===== src/rtl/irs_pkg.sv =====
package irs_pkg;
  // register indices
  localparam logic [3:0] IDX_SEQ = 4'h0;
  localparam logic [3:0] IDX_NPIX = 4'h1;
  localparam logic [3:0] IDX_NLINE = 4'h2;
  localparam logic [3:0] IDX_INT = 4'h3;
  localparam logic [3:0] IDX_DELAY = 4'h4;
  localparam logic [3:0] IDX_XSTART = 4'h5;
  localparam logic [3:0] IDX_YSTART = 4'h6;
  // reset values
  localparam logic [11:0] RST_SEQ = 12'h000;
  localparam logic [10:0] RST_NPIX = 11'h200;
  localparam logic [11:0] RST_NLINE = 12'hbc6;
  localparam logic [11:0] RST_INT = 12'h001;
  localparam logic [7:0] RST_DELAY = 8'h03;
  localparam logic [6:0] RST_XSTART = 7'h00;
  localparam logic [7:0] RST_YSTART = 8'h00;
  // sequencer_config fields
  localparam int B_NDR = 0;
  localparam int B_MODE2 = 2;
  localparam int B_READF = 1;
  localparam int B_RSTBLK = 3;
  localparam int B_FAST = 4;
  localparam int B_FCAL = 5;
  localparam int B_LCAL = 6;
  localparam int B_CHARGE = 7;
  localparam int B_GRAN = 8;
  localparam int B_BLACK = 10;
  localparam int B_RSTALL = 11;
  // timing
  localparam logic [10:0] BLANK_MUL = 11'h046;
  localparam logic [10:0] BLANK_ADD = 11'h002;
  localparam logic [3:0] DLY_OFF = 4'h2;
  localparam logic [6:0] XSTART_MAX = 7'h62;
  typedef enum logic [2:0] {S_IDLE, S_SUSP, S_BLANK, S_READ, S_EOL} irs_state_t;
endpackage


===== src/rtl/irs_seq.sv =====
`timescale 1ns/1ps
`default_nettype none
module irs_seq
  import irs_pkg::*;
(
  // clock and reset
  input wire logic CLOCK,
  input wire logic RST,
  // controller strobes
  input wire logic Y_CLOCK,
  input wire logic Y_START,
  // register port
  input wire logic REG_WE,
  input wire logic [3:0] REG_ADDR,
  input wire logic [11:0] REG_WDATA,
  output logic [11:0] REG_RDATA,
  // sync outputs
  output logic PIXEL_VALID,
  output logic END_OF_LINE,
  output logic END_OF_FRAME,
  // row addressing
  output logic LEFT_ROW_SYNC,
  output logic RIGHT_ROW_SYNC,
  output logic [7:0] LEFT_ROW_PTR,
  output logic [7:0] RIGHT_ROW_PTR,
  output logic ROW_READ_LEFT,
  output logic ROW_READ_RIGHT,
  output logic ROW_RESET,
  // column and analog controls
  output logic COL_CLOCK,
  output logic [10:0] COL_PAIR,
  output logic [6:0] COL_START,
  output logic AMP_CAL,
  output logic AMP_CAL_SLOW,
  output logic DARK_ON_RESET_BUS,
  output logic BLACK_LEVEL,
  output logic RESET_ALL_PIXELS,
  output logic COLUMN_CONTINUOUS_CHARGING,
  output logic SUSPENDED
);

  typedef struct packed {
    irs_state_t st;
    logic [11:0] seq;
    logic [10:0] npix;
    logic [11:0] nline;
    logic [11:0] intv;
    logic [7:0] dly;
    logic [6:0] xs;
    logic [7:0] ys;
    logic [11:0] rdata;
    logic yc_d;
    logic ys_d;
    logic phase;
    logic lfirst;
    logic rfirst;
    logic ract;
    logic [7:0] lptr;
    logic [7:0] rptr;
    logic [11:0] line;
    logic [11:0] intc;
    logic [10:0] cnt;
    logic [10:0] pix;
    logic colclk;
    logic lastl;
    logic firstrow;
    logic pvraw;
    logic eolraw;
    logic eofraw;
    logic [12:0] pvsh;
    logic [12:0] eolsh;
    logic [12:0] eofsh;
    logic pv;
    logic eol;
    logic eof;
    logic lsync;
    logic rsync;
    logic rdl;
    logic rdr;
    logic rrst;
    logic cal;
    logic cals;
    logic susp;
  } irs_regs_t;

  irs_regs_t s_r, s_nxt;

  function automatic logic [3:0] dly_code(input logic [3:0] c);
    dly_code = (c <= DLY_OFF) ? 4'h0 : c - DLY_OFF;
  endfunction

  function automatic logic tap(input logic [3:0] d, input logic now, input logic [12:0] sh);
    tap = (d == 4'h0) ? now : sh[d - 4'h1];
  endfunction

  logic nondestructive_enable, m2, m1, fast, ident, yc_rise, yc_fall, ys_rise, adv;
  logic [10:0] blen;
  logic [3:0] dpv, dend;

  always_comb begin
    nondestructive_enable = s_r.seq[B_NDR];
    m2 = nondestructive_enable & s_r.seq[B_MODE2];
    m1 = nondestructive_enable & ~s_r.seq[B_MODE2];
    fast = s_r.seq[B_FAST];
    ident = m1 | fast;
    yc_rise = Y_CLOCK & ~s_r.yc_d;
    yc_fall = ~Y_CLOCK & s_r.yc_d;
    ys_rise = Y_START & ~s_r.ys_d;
    adv = ~m2 | s_r.phase;
    blen = BLANK_MUL * (fast ? 11'h002 : (11'h002 << s_r.seq[B_GRAN+:2])) + BLANK_ADD;
    dpv = dly_code(s_r.dly[3:0]);
    dend = dly_code(s_r.dly[7:4]);
    s_nxt = s_r;
    s_nxt.yc_d = Y_CLOCK;
    s_nxt.ys_d = Y_START;
    s_nxt.lsync = 1'b0;
    s_nxt.rsync = 1'b0;
    s_nxt.eolraw = 1'b0;
    s_nxt.eofraw = 1'b0;
    if (REG_WE) begin
      unique case (REG_ADDR)
        IDX_SEQ: s_nxt.seq = REG_WDATA;
        IDX_NPIX: s_nxt.npix = REG_WDATA[10:0];
        IDX_NLINE: s_nxt.nline = REG_WDATA;
        IDX_INT: s_nxt.intv = REG_WDATA;
        IDX_DELAY: s_nxt.dly = REG_WDATA[7:0];
        IDX_XSTART: s_nxt.xs = (REG_WDATA[6:0] > XSTART_MAX) ? XSTART_MAX : REG_WDATA[6:0];
        IDX_YSTART: s_nxt.ys = REG_WDATA[7:0];
        default: ;
      endcase
    end
    unique case (REG_ADDR)
      IDX_SEQ: s_nxt.rdata = s_r.seq;
      IDX_NPIX: s_nxt.rdata = {1'b0, s_r.npix};
      IDX_NLINE: s_nxt.rdata = s_r.nline;
      IDX_INT: s_nxt.rdata = s_r.intv;
      IDX_DELAY: s_nxt.rdata = {4'h0, s_r.dly};
      IDX_XSTART: s_nxt.rdata = {5'h00, s_r.xs};
      IDX_YSTART: s_nxt.rdata = {4'h0, s_r.ys};
      default: s_nxt.rdata = 12'h000;
    endcase
    if (ys_rise) begin
      s_nxt.lsync = 1'b1;
      s_nxt.lptr = s_r.ys;
      s_nxt.lfirst = 1'b1;
      s_nxt.line = 12'h000;
      s_nxt.intc = 12'h000;
      s_nxt.phase = 1'b0;
      s_nxt.firstrow = 1'b1;
      s_nxt.ract = ident;
      s_nxt.rsync = ident;
      s_nxt.rptr = s_r.ys;
      s_nxt.rfirst = 1'b1;
    end else if (yc_rise) begin
      if (~m2 | ~s_r.phase) begin
        s_nxt.lfirst = 1'b0;
        if (!s_r.lfirst) begin
          s_nxt.lptr = s_r.lptr + 8'h01;
        end
      end
      if (ident) begin
        s_nxt.rptr = s_nxt.lptr;
      end else if (s_r.ract & (~m2 | s_r.phase)) begin
        s_nxt.rfirst = 1'b0;
        if (!s_r.rfirst) begin
          s_nxt.rptr = s_r.rptr + 8'h01;
        end
      end
      if (m2) begin
        s_nxt.phase = ~s_r.phase;
      end
      s_nxt.rdl = ident | ~nondestructive_enable | ~s_r.phase;
      s_nxt.rdr = ident | (nondestructive_enable & s_r.phase) | (~nondestructive_enable & s_r.ract);
      if (m2) begin
        s_nxt.rrst = ~s_r.phase & (~s_r.seq[B_READF] | s_r.seq[B_RSTBLK]);
      end else if (m1) begin
        s_nxt.rrst = ~s_r.seq[B_READF] | s_r.seq[B_RSTBLK];
      end else begin
        s_nxt.rrst = 1'b1;
      end
      if (adv) begin
        s_nxt.lastl = (s_r.line == s_r.nline);
        s_nxt.line = s_r.line + 12'h001;
        if (!s_r.ract) begin
          if (s_r.intc == s_r.intv) begin
            s_nxt.rsync = 1'b1;
            s_nxt.ract = 1'b1;
            s_nxt.rptr = s_r.ys;
            s_nxt.rfirst = 1'b1;
          end else begin
            s_nxt.intc = s_r.intc + 12'h001;
          end
        end
      end else begin
        s_nxt.lastl = 1'b0;
      end
    end
    unique case (s_r.st)
      S_IDLE, S_SUSP: begin
        if (Y_CLOCK) begin
          s_nxt.st = S_SUSP;
        end else if (yc_fall) begin
          s_nxt.st = S_BLANK;
          s_nxt.cnt = blen - 11'h001;
          s_nxt.cal = 1'b1;
          s_nxt.cals = s_r.firstrow ? s_r.seq[B_FCAL] : s_r.seq[B_LCAL];
          s_nxt.firstrow = 1'b0;
        end
      end
      S_BLANK: begin
        if (Y_CLOCK) begin
          s_nxt.st = S_SUSP;
          s_nxt.cal = 1'b0;
        end else if (s_r.cnt == 11'h000) begin
          s_nxt.st = S_READ;
          s_nxt.cal = 1'b0;
          s_nxt.pvraw = 1'b1;
          s_nxt.pix = 11'h000;
          s_nxt.colclk = 1'b0;
        end else begin
          s_nxt.cnt = s_r.cnt - 11'h001;
        end
      end
      S_READ: begin
        s_nxt.colclk = ~s_r.colclk;
        if (s_r.colclk) begin
          if (s_r.pix == s_r.npix) begin
            s_nxt.pvraw = 1'b0;
            s_nxt.st = S_EOL;
          end else begin
            s_nxt.pix = s_r.pix + 11'h001;
          end
        end
      end
      S_EOL: begin
        s_nxt.eolraw = 1'b1;
        s_nxt.eofraw = s_r.lastl;
        s_nxt.st = Y_CLOCK ? S_SUSP : S_IDLE;
      end
      default: s_nxt.st = S_IDLE;
    endcase
    s_nxt.susp = (s_nxt.st == S_SUSP);
    s_nxt.pvsh = {s_r.pvsh[11:0], s_r.pvraw};
    s_nxt.eolsh = {s_r.eolsh[11:0], s_r.eolraw};
    s_nxt.eofsh = {s_r.eofsh[11:0], s_r.eofraw};
    s_nxt.pv = tap(dpv, s_nxt.pvraw, s_nxt.pvsh);
    s_nxt.eol = tap(dend, s_nxt.eolraw, s_nxt.eolsh);
    s_nxt.eof = tap(dend, s_nxt.eofraw, s_nxt.eofsh);
  end

  always_ff @(posedge CLOCK or posedge RST) begin
    if (RST) begin
      s_r <= '0;
      s_r.st <= S_IDLE;
      s_r.seq <= RST_SEQ;
      s_r.npix <= RST_NPIX;
      s_r.nline <= RST_NLINE;
      s_r.intv <= RST_INT;
      s_r.dly <= RST_DELAY;
      s_r.xs <= RST_XSTART;
      s_r.ys <= RST_YSTART;
    end else begin
      s_r <= s_nxt;
    end
  end

  assign REG_RDATA = s_r.rdata;
  assign PIXEL_VALID = s_r.pv;
  assign END_OF_LINE = s_r.eol;
  assign END_OF_FRAME = s_r.eof;
  assign LEFT_ROW_SYNC = s_r.lsync;
  assign RIGHT_ROW_SYNC = s_r.rsync;
  assign LEFT_ROW_PTR = s_r.lptr;
  assign RIGHT_ROW_PTR = s_r.rptr;
  assign ROW_READ_LEFT = s_r.rdl;
  assign ROW_READ_RIGHT = s_r.rdr;
  assign ROW_RESET = s_r.rrst;
  assign COL_CLOCK = s_r.colclk;
  assign COL_PAIR = s_r.pix;
  assign COL_START = s_r.xs;
  assign AMP_CAL = s_r.cal;
  assign AMP_CAL_SLOW = s_r.cals;
  assign DARK_ON_RESET_BUS = s_r.seq[B_NDR];
  assign BLACK_LEVEL = s_r.seq[B_BLACK];
  assign RESET_ALL_PIXELS = s_r.seq[B_RSTALL];
  assign COLUMN_CONTINUOUS_CHARGING = s_r.seq[B_CHARGE];
  assign SUSPENDED = s_r.susp;

  // checks
  mirror_rows_a: assert property (@(posedge CLOCK) disable iff (RST)
    (ident && $past(yc_rise)) |-> (s_r.rptr == s_r.lptr))
    else $error("row pointers differ in mirrored mode");
  alt_read_a: assert property (@(posedge CLOCK) disable iff (RST)
    (m2 && yc_rise && !ys_rise) |=> (s_r.rdl != s_r.rdr))
    else $error("mode 2 read not alternating");
  right_nores_a: assert property (@(posedge CLOCK) disable iff (RST)
    (m2 && s_r.phase && yc_rise && !ys_rise) |=> !s_r.rrst)
    else $error("right row reset in mode 2");
  blank_len_a: assert property (@(posedge CLOCK) disable iff (RST)
    (s_r.st == S_BLANK && $past(s_r.st) != S_BLANK) |-> (s_r.cnt == blen - 11'h001))
    else $error("blanking length wrong");
  pv_rise_a: assert property (@(posedge CLOCK) disable iff (RST)
    (s_r.st == S_BLANK && s_r.cnt == 11'h000 && !Y_CLOCK) |=> s_r.pvraw)
    else $error("pixel valid not raised after blanking");
  eol_after_a: assert property (@(posedge CLOCK) disable iff (RST)
    $fell(s_r.pvraw) |=> s_r.eolraw)
    else $error("end of line missing");
  half_rate_a: assert property (@(posedge CLOCK) disable iff (RST)
    (s_r.st == S_READ && $past(s_r.st) == S_READ) |-> (s_r.colclk != $past(s_r.colclk)))
    else $error("column clock not half rate");
  frame_load_a: assert property (@(posedge CLOCK) disable iff (RST)
    ys_rise |=> (s_r.lsync && s_r.lptr == $past(s_r.ys) && s_r.line == 12'h000))
    else $error("frame start did not load left row");
  pv_delay_a: assert property (@(posedge CLOCK) disable iff (RST)
    (s_r.dly[3:0] <= DLY_OFF && $stable(s_r.dly)) |-> (s_r.pv == s_r.pvraw))
    else $error("pixel valid delayed for small code");
endmodule
`default_nettype wire


===== config.mk =====
export PLATFORM = sky130hd
export DESIGN_NAME = irs_seq
export DESIGN_NICKNAME = d
export VERILOG_FILES = /design/src/rtl/irs_pkg.sv /design/src/rtl/irs_seq.sv
export SDC_FILE = /design/constraint.sdc
export NUM_CORES = 1
export LEC_CHECK = 0
export BUFFER_PORTS_ARGS = -buffer_cell sky130_fd_sc_hd__buf_2
export CAP_MARGIN = 10
export CORE_MARGIN = 2
export CORE_UTILIZATION = 60
export DETAILED_ROUTE_END_ITERATION = 8
export PLACE_DENSITY = 0.81
export SYNTH_ARGS = -nofsm -noshare
export SYNTH_HDL_FRONTEND = slang
export SYNTH_SLANG_ARGS = --single-unit

===== constraint.sdc =====
create_clock -name CLOCK -period 16.9 [get_ports CLOCK]
set_clock_uncertainty 0.15 [all_clocks]
set_input_delay 5.07 -clock CLOCK [delete_from_list [all_inputs] [get_ports CLOCK]]
set_output_delay 5.07 -clock CLOCK [all_outputs]
set_load 0.01 [all_outputs]

Word-level counts from Yosys, hierarchy flattened:

Index checks and enable logic that the tools add are counted.

* register bits after elaboration: 206
* bits in latches: 0
* memory bits (writable): 0
* ROM bits: 0
* input bits: 21
* output and inout port bits: 62
* word-level logic and storage cells: 215
* memories kept: 0

* $add $sub $neg: 12
* multipliers: 1
* divide/modulo/power cells: 0
* $lt $le $gt $ge: 5
* eq/ne operators: 24
* shift-type cells: 1
* mux-type cells: 75
* bitwise operators: 27
* reductions and logical operators: 29

Operator list (count)
* 44-bit two-way mux: 2
* 12-bit one-hot mux with 7 select lines: 1
* 11-bit two-way mux: 6
* 8-bit two-way mux: 7
* 12-bit two-way mux: 3
* 32-bit two-way mux: 1
* 1-bit two-way mux: 30
* 12-bit by 1-bit adder with 12-bit output, second input constant: 2
* 12-bit equality test: 2
* 12-bit one-hot mux with 2 select lines: 1
* 23-bit two-way mux: 1
* 11-bit one-hot mux with 2 select lines: 1
* 2-bit AND reduction: 11
* 11-bit by 1-bit subtractor with 11-bit output, second input constant: 2
* 3-bit two-way mux: 6
* 8-bit by 1-bit adder with 8-bit output, second input constant: 2
* 2-bit inequality test, second input constant: 8
* 1-bit binary-select mux with 4-bit select: 3
* 4-bit by 3-bit equality test with 1-bit output, second input constant: 3
* 4-bit zero test: 3
* 2-bit two-way mux: 6
* 4-bit two-way mux: 3
* 3-bit one-hot mux with 4 select lines: 1
* 2-bit nonzero test: 6
* 28 further kinds: 63

Depth between registers and ports, before layout:

Gate-level depths: netlist of run 1.

* word-level depth: 11
* depth in mapped cells: 12

Worst setup path after synthesis of run 1:

No wires, ideal clock.

* kind: in2reg
* start: in Y_START
* end: reg s_r[78] (netlist bit)
* library setup time: 125 ps
* arrival: 6410 ps
* required time: 16625 ps
* slack: 10215 ps
* stages on the path: 6
* path buffers: 1
* cell sequence: nand2b_1 inv_1 nor4_1 clkbuf_1 nor2_1 mux2_2

* cells in the longest elaborated chain, start to end: 3

RTL lines
* from (decl): line irs_seq.sv:11 `input wire logic Y_START,`
* 1-bit bitwise AND (*): line irs_seq.sv:108 `ys_rise = Y_START & ~s_r.ys_d;`
* 2-bit inequality test (no line) (tied with other cells)
* 4-bit AND reduction (no line)
* to (signal assigned): line irs_seq.sv:263 `s_r <= s_nxt;`
* to (decl): line irs_seq.sv:86 `irs_regs_t s_r, s_nxt;`

Every way passes the cells marked *; elsewhere a longest branch is shown, timed or not.
A chain may end at the register's enable or synchronous reset.

Worst setup path after layout of run 1:

* start: in Y_START
* end: reg s_r[89] (netlist bit)

The elaborated chain is that of the path after synthesis.

==> results.py, run 1 <==
metrics = {
    "sta": {
        "rsz0062_at_grt": "false",
        "slew_headroom_pct": 31.7,
        "fmax_ghz": 0.143,
        "min_period_ns": 6.97,
        "tns_ns": 0,
        "hold_violations": 0,
        "slew_violations": 0,
        "fin_crit_sh_pct": 41.3,
        "worst_pin_slew_ns": 1.03,
        "fin_ws_ns": 9.93,
        "setup_viol": 0,
    },
    "floorplan": {
        "fp.coreArea_um2": 17900,
        "die_h_um": 139,
        "start_util_pct": 60.8,
        "pin_count": 83,
        "dieArea_um2": 19200,
        "die_width_um": 139,
        "num_rows": 49,
    },
    "critical_path": {
        "critPathSlowestCell": "nand2b_1",
        "arrival_ns": 7.21,
        "timing.critical_path.buf_inv": 4,
        "endpoint_kind": "register",
        "crit_path_cell_trace": "buf_2 > nand2b_1 > inv_1 > buf_4 > nor4_1 > buf_4 > and4bb_2 > xnor2_1 > nor2_1",
        "path_class": "in -> reg",
        "startpoint_type": "input port",
        "worst_ep_required_time_ns": 17.13,
        "cpMostUsedCell": "buf_4",
        "crit_family": "simple AND/OR/NAND/NOR gates",
        "crit_path_max_fanout": 29,
        "cp_slowest_stage_delay_ns": 0.40,
    },
    "global_route": {
        "antenna_found_initial": 0,
        "grt_pass1_wl_um": 40800,
        "grt.total_usage_pct": 26.0,
        "grt_overflow": 0,
        "grt_max_degree": 125,
        "grt_pass1_vias": 7619,
    },
    "cts": {
        "cts_hold_buffers": 0,
        "cts_resized": 0,
        "cts_buffers": 22,
        "post-cts-setup-buffers": 0,
        "clk_latency_ns": 0.50,
        "clock_sinks": 206,
        "htreeDepth": 1,
        "cts_root_buffer": "clkbuf_16",
        "cts_tree": "done",
        "clockBufferDepth": 3,
        "path_clk_slew_ns": 0.06,
    },
    "placed_design": {
        "place_ws_ns": 9.43,
        "io_buffers": 82,
        "post-place-cells": 1237,
        "hpwl_um": 17300,
        "gp_congestion": 0.885,
    },
    "power_and_ir_drop": {
        "p_per_area_nw_per_um2": 146,
        "p_seq_share_pct": 43.1,
        "switching_power_mw": 0.595,
        "p_leak_nw": 5.21,
        "combPwrFrac_pct": 28.3,
        "swShare_pct": 34.6,
        "pwr-share-clk_pct": 28.6,
        "peakVddDrop_mv": 0.103,
        "intPower_mw": 1.13,
    },
    "synth": {
        "ys_seq_elements": 206,
        "synthCells": 1017,
        "synth_edf_count": 0,
        "yosysWarnings": 0,
        "synth-simple-area-share_pct": 14.9,
        "synth_cell_types": 67,
        "ys_seq_area_share_pct": 47.5,
        "synth_compound_area_share_pct": 9.38,
        "syn_area_per_cell_um2": 10.7,
        "synth-adder-area-share_pct": 2.60,
        "synthXorXnorAreaFrac_pct": 7.32,
        "async_flop_share_pct": 100,
        "synth-main-ff-cell": "dfrtp_1",
        "synth_area_um2": 10900,
        "synth_top_family_by_area": "simple AND/OR/NAND/NOR gates",
        "synthMuxAreaShare_pct": 12.2,
        "syn_nets": 1060,
    },
    "cells_and_area": {
        "finalNonFillerCells": 1277,
        "syn_to_final_growth_pct": 8.54,
        "final_util_pct": 66.0,
        "diodes": 0,
        "nNetsFinal": 1075,
        "drive_above_1_share_pct": 22.2,
    },
    "routing": {
        "viasPerCell": 6.08,
        "drtPass1Iterations": 5,
        "first_iter_violations": 726,
        "ant_nets": 0,
        "finalWirelength_um": 24800,
        "wl_per_cell_um": 19.4,
        "route.detailed.drc": 0,
        "vias": 7768,
    },
    "run_status": {
        "status": "complete, no violations",
    },
    "job": {
        "cap_viol_max_count": 0,
    },
    "worst_hold_path": {
        "hold_class": "reg -> reg",
    },
}
[stage by stage]
step | area (µm²) | hold slack [ns] | total power [mW]
final | 11800 | 0.218 | 1.72
after global placement | 11100 | 0.202 | 1.21
after floorplan | 10900 | 0.196 | 1.11
after detailed placement | 11100 | 0.209 | 1.23
after global routing | 11800 | 0.232 | 1.82
after CTS | 11800 | 0.221 | 1.73
[cell usage in the layout (no fill, tap or decap), types with 23 or more instances in the layout]
master     instances
buf_2             82
a21oi_1           32
nand3_1           24
clkbuf_16         23
inv_1             28
dfrtp_1          195
o21ai_0           47
mux2_2            65
nor2_1            95
xor2_1            27
xnor2_1           64
nand2_1           81
[state kept, by name, summed over array words and instances, names as in the netlist, 7 cells and up]
register       count
s_nxt             39
COL_PAIR          11
s_r              104
COL_START          7
RIGHT_ROW_PTR      8
REG_RDATA         12
LEFT_ROW_PTR       8
[worst register-to-register path: stages (launching register included)]
cell     delay [ns]
dfrtp_1        0.48
nor3b_1        0.56
ha_1           0.29
ha_1           0.24
ha_1           0.22
a21o_1         0.17
a21o_1         0.21
xnor2_1        0.25
o22ai_1        0.12
a22o_1         0.23
[power groups by stage]
stage | Sequential, mW | Combinational [mW] | Clock (mW)
floorplan | 0.691 | 0.422 | 0
finish | 0.742 | 0.487 | 0.492
detailed placement | 0.746 | 0.483 | 0
global placement | 0.743 | 0.468 | 0
global route | 0.756 | 0.540 | 0.520
CTS | 0.739 | 0.489 | 0.501
[layer usage]
metal  vias to the layer above  track usage (%)  wire length [µm]
met4                         0             6.33               643
li1                       3575                -                 -
met1                      3861             37.6             10900
met2                       280             41.9             11700
met3                        52             4.52              1580
met5                         -                0                 0
[cells in the mapped netlist (18+ instances only)]
| master | number | area [µm²] |
|---|---|---|
| dfrtp_1 | 195 | 4880 |
| nor2_1 | 95 | 357 |
| nand2_1 | 81 | 304 |
| mux2_2 | 65 | 732 |
| xnor2_1 | 64 | 561 |
| buf_4 | 48 | 360 |
| o21ai_0 | 47 | 235 |
| clkbuf_1 | 37 | 139 |
| a21oi_1 | 32 | 160 |
| inv_1 | 29 | 109 |
| xor2_1 | 27 | 236 |
| nand3_1 | 24 | 120 |
| nand4_1 | 22 | 138 |
| ha_1 | 21 | 263 |
| mux2i_1 | 19 | 190 |
| mux4_2 | 18 | 405 |
[path summary, 6_finish.rpt]
check,start,to,slack [ns],cells past startpoint
min reg2reg,s_nxt[43]$_DFF_PP0_,s_nxt[44]$_DFF_PP0_,0.22,0
min,s_nxt[43]$_DFF_PP0_,s_nxt[44]$_DFF_PP0_,0.22,0
max reg2reg,fast$_DFFE_PP0P_,s_r[75]$_DFFE_PP0P_,13.87,9
min in group asynchronous,RST,s_nxt[20]$_DFF_PP0_,4.57,2
max,Y_START,s_r[89]$_DFFE_PP0P_,9.93,9
max in group asynchronous,RST,s_r[100]$_DFFE_PP0P_,10.52,3
[area by class of cell]
| class | count | area (µm²) |
|---|---|---|
| timing repair buffer | 86 | 440 |
| inverter | 29 | 116 |
| sequential | 206 | 5170 |
| clock inverter | 5 | 53.8 |
| clock buffer | 35 | 701 |
| tap | 229 | 287 |
| fill | 1328 | 6080 |
| multi-input combinational | 687 | 5050 |
[cell families after synthesis]
logic type | count (synthesis)
AND/OR/NAND/NOR | 319
AO/OA/AOI/OAI | 153
buffers and inverters | 124
adder cells (fa/ha/maj) | 22
multiplexers | 102
flip-flops | 206
XOR/XNOR | 91
Note: power is estimated with default switching activity, not from simulation.
==> run 2, diff against run 1 <==
--- a/config.mk
+++ b/config.mk
@@ -5,12 +5,13 @@
 export SDC_FILE = /design/constraint.sdc
 export NUM_CORES = 1
 export LEC_CHECK = 0
+export ABC_AREA = 1
 export BUFFER_PORTS_ARGS = -buffer_cell sky130_fd_sc_hd__buf_2
 export CAP_MARGIN = 10
 export CORE_MARGIN = 2
-export CORE_UTILIZATION = 60
+export CORE_UTILIZATION = 55
 export DETAILED_ROUTE_END_ITERATION = 8
-export PLACE_DENSITY = 0.81
+export PLACE_DENSITY = 0.78
 export SYNTH_ARGS = -nofsm -noshare
 export SYNTH_HDL_FRONTEND = slang
 export SYNTH_SLANG_ARGS = --single-unit
==> constraint.sdc (replaced) <==
create_clock -name CLOCK -period 5.59 [get_ports CLOCK]
set_clock_uncertainty 0.15 [all_clocks]
set_input_delay 1.677 -clock CLOCK [delete_from_list [all_inputs] [get_ports CLOCK]]
set_output_delay 1.677 -clock CLOCK [all_outputs]
set_load 0.01 [all_outputs]
==> results.py, run 2 <==
metrics = {
    "synth": {
        "syn_nets": 1452,
        "ys_seq_area_share_pct": 45.9,
        "yosysWarnings": 0,
        "async_flop_share_pct": 100,
        "syn_area_per_cell_um2": 8.00,
        "synth_cell_types": 56,
        "yosysMostFrequentCell": "nand2_1",
        "synth_area_leaders": "dfrtp_1, nand2_1, inv_1",
        "synth_edf_count": 0,
        "synth_area_um2": 11300,
        "synthCells": 1409,
        "synth_top_area_share_pct": 43.3,
        "netlist_top_cells_count": "nand2_1, dfrtp_1, inv_1",
        "ys_seq_elements": 206,
        "yosysTopAreaCell": "dfrtp_1",
        "synth-main-ff-cell": "dfrtp_1",
    },
    "critical_path": {
        "arrival_ns": 3.44,
        "crit_path_max_fanout": 17,
        "endpoint_kind": "register",
        "critPathSlowestCell": "nor2_4",
        "startpoint_type": "input port",
        "r2r_start": "fast$_DFFE_PP0P_",
        "worst_ep_required_time_ns": 5.82,
        "cpMostUsedCell": "inv_2",
        "crit_path_cell_trace": "buf_2 > inv_1 > nor2_4 > inv_2 > nand2_1 > inv_2 > nor4_1 > o21ai_0",
        "cp_slowest_stage_delay_ns": 0.41,
        "crit_family": "simple AND/OR/NAND/NOR gates",
        "timing.critical_path.buf_inv": 4,
        "path_class": "in -> reg",
        "crit_start": "Y_START",
    },
    "worst_hold_path": {
        "worstHoldStart": "s_nxt[13]$_DFF_PP0_",
        "hold_class": "reg -> reg",
    },
    "global_route": {
        "antenna_found_initial": 2,
        "grt.total_usage_pct": 25.8,
        "grt_overflow": 0,
        "grt_pass1_wl_um": 45400,
        "grt_max_degree": 152,
        "grt_pass1_vias": 8949,
    },
    "routing": {
        "ant_nets": 0,
        "first_iter_violations": 739,
        "wl_per_cell_um": 16.2,
        "finalWirelength_um": 27900,
        "viasPerCell": 5.48,
        "vias": 9446,
        "route.detailed.drc": 0,
        "drtPass1Iterations": 6,
    },
    "cts": {
        "clock_sinks": 206,
        "clockBufferDepth": 3,
        "htreeDepth": 1,
        "cts_buffers": 23,
        "clk_latency_ns": 0.50,
        "cts_root_buffer": "clkbuf_16",
        "cts_resized": 0,
        "post-cts-setup-buffers": 0,
        "path_clk_slew_ns": 0.06,
        "cts_tree": "done",
        "cts_hold_buffers": 0,
    },
    "power_and_ir_drop": {
        "peakVddDrop_mv": 0.329,
        "p_leak_nw": 6.14,
        "p_total_mw": 4.91,
        "p_per_area_nw_per_um2": 401,
    },
    "cells_and_area": {
        "final_cell_mix": "nand2_1, dfrtp_1, inv_1",
        "drive_above_1_share_pct": 14.5,
        "final_common_cell": "nand2_1",
        "final_util_pct": 60.7,
        "top_register": "s_r",
        "largest_reg_flops": 104,
        "nNetsFinal": 1480,
        "syn_to_final_growth_pct": 8.74,
    },
    "sta": {
        "setup_viol": 0,
        "fin_crit_sh_pct": 57.4,
        "fin_ws_ns": 2.38,
        "hold_violations": 0,
        "whs_ns": 0.214,
        "slew_violations": 0,
        "tns_ns": 0,
        "slew_headroom_pct": 46.0,
        "fmax_ghz": 0.312,
        "min_period_ns": 3.21,
        "worst_pin_slew_ns": 0.807,
        "rsz0062_at_grt": "false",
    },
    "floorplan": {
        "fp.coreArea_um2": 20200,
        "num_rows": 52,
        "start_util_pct": 55.9,
        "die_width_um": 147,
        "pin_count": 83,
        "die_h_um": 147,
        "dieArea_um2": 21600,
    },
    "run_status": {
        "status": "complete, no violations",
    },
    "placed_design": {
        "place_ws_ns": 1.93,
        "io_buffers": 82,
        "hpwl_um": 20000,
        "gp_congestion": 0.927,
    },
    "job": {
        "cap_viol_max_count": 0,
    },
}
## run 2: cell types whose count changed after synthesis, sizes merged, moves of 11 or more
cell,delta
nand2,+330
inv,+142
nand3,+89
o21ai,+73
mux2,-64
xnor2,-42
clkbuf,-25
mux2i,-19
mux4,-18
a211oi,-13
buf,+11
## run 2: path summary, 6_finish.rpt
check / cells after the start / slack, ns / endpoint
setup / recovery: 8 / 2.38 / s_r[119]$_DFFE_PP0P_
hold / removal: 0 / 0.21 / s_nxt[14]$_DFF_PP0_
setup reg to reg: 13 / 2.64 / s_r[76]$_DFFE_PP0P_
hold reg to reg: 0 / 0.21 / s_nxt[14]$_DFF_PP0_
max in group asynchronous: 3 / 3.00 / s_r[136]$_DFFE_PP0P_
min in group asynchronous: 2 / 1.11 / s_nxt[30]$_DFF_PP0_
## run 2: power by group
group	leakage [nW]	switching, mW	internal (mW)	total [mW]
clock network	0.357	0.598	0.904	1.50
logic	3.11	0.868	0.480	1.35
registers	2.68	0.292	1.77	2.06
## run 2: cell families after synthesis
kind of cell	share of synthesized area, %
AND/OR/NAND/NOR	27.1
AO/OA/AOI/OAI	10.0
adder cells (fa/ha/maj)	2.51
multiplexers	0.0999
buffers and inverters	10.6
flip-flops	45.9
XOR/XNOR	3.72
## run 2: stage by stage
| stage | cells | instance area [µm²] |
|---|---|---|
| after floorplan | 1409 | 11300 |
| after global placement | 1682 | 11500 |
| after detailed placement | 1682 | 11500 |
| after CTS | 1723 | 12200 |
| after global routing | 1724 | 12200 |
| final | 1725 | 12300 |
## run 2: final cells by class
| class | instances | area, µm² |
|---|---|---|
| Fill cell | 1779 | 7920 |
| Sequential cell | 206 | 5170 |
| Multi-Input combinational cell | 949 | 4900 |
| Clock buffer | 34 | 657 |
| Inverter | 173 | 653 |
| Timing Repair Buffer | 84 | 438 |
| Tap cell | 270 | 338 |
| Clock inverter | 7 | 92.6 |
| Antenna cell | 2 | 5.00 |
## run 2: layer usage
metal,vias up,GRT usage [%],routed length (µm)
li1,4557,-,-
met1,4476,35.2,11900
met2,356,42.0,13100
met3,57,4.38,2030
met4,0,8.85,890
met5,-,0,0
## run 2: worst register-to-register path: stages (launching register included)
cell     delay [ns]
dfrtp_1        0.49
inv_1          0.16
nand2_1        0.08
nor2_1         0.24
ha_1           0.30
ha_1           0.28
ha_1           0.13
inv_1          0.05
fa_1           0.38
nor2_1         0.14
o21ai_0        0.10
nand2_1        0.10
a21oi_1        0.09
a21oi_1        0.18
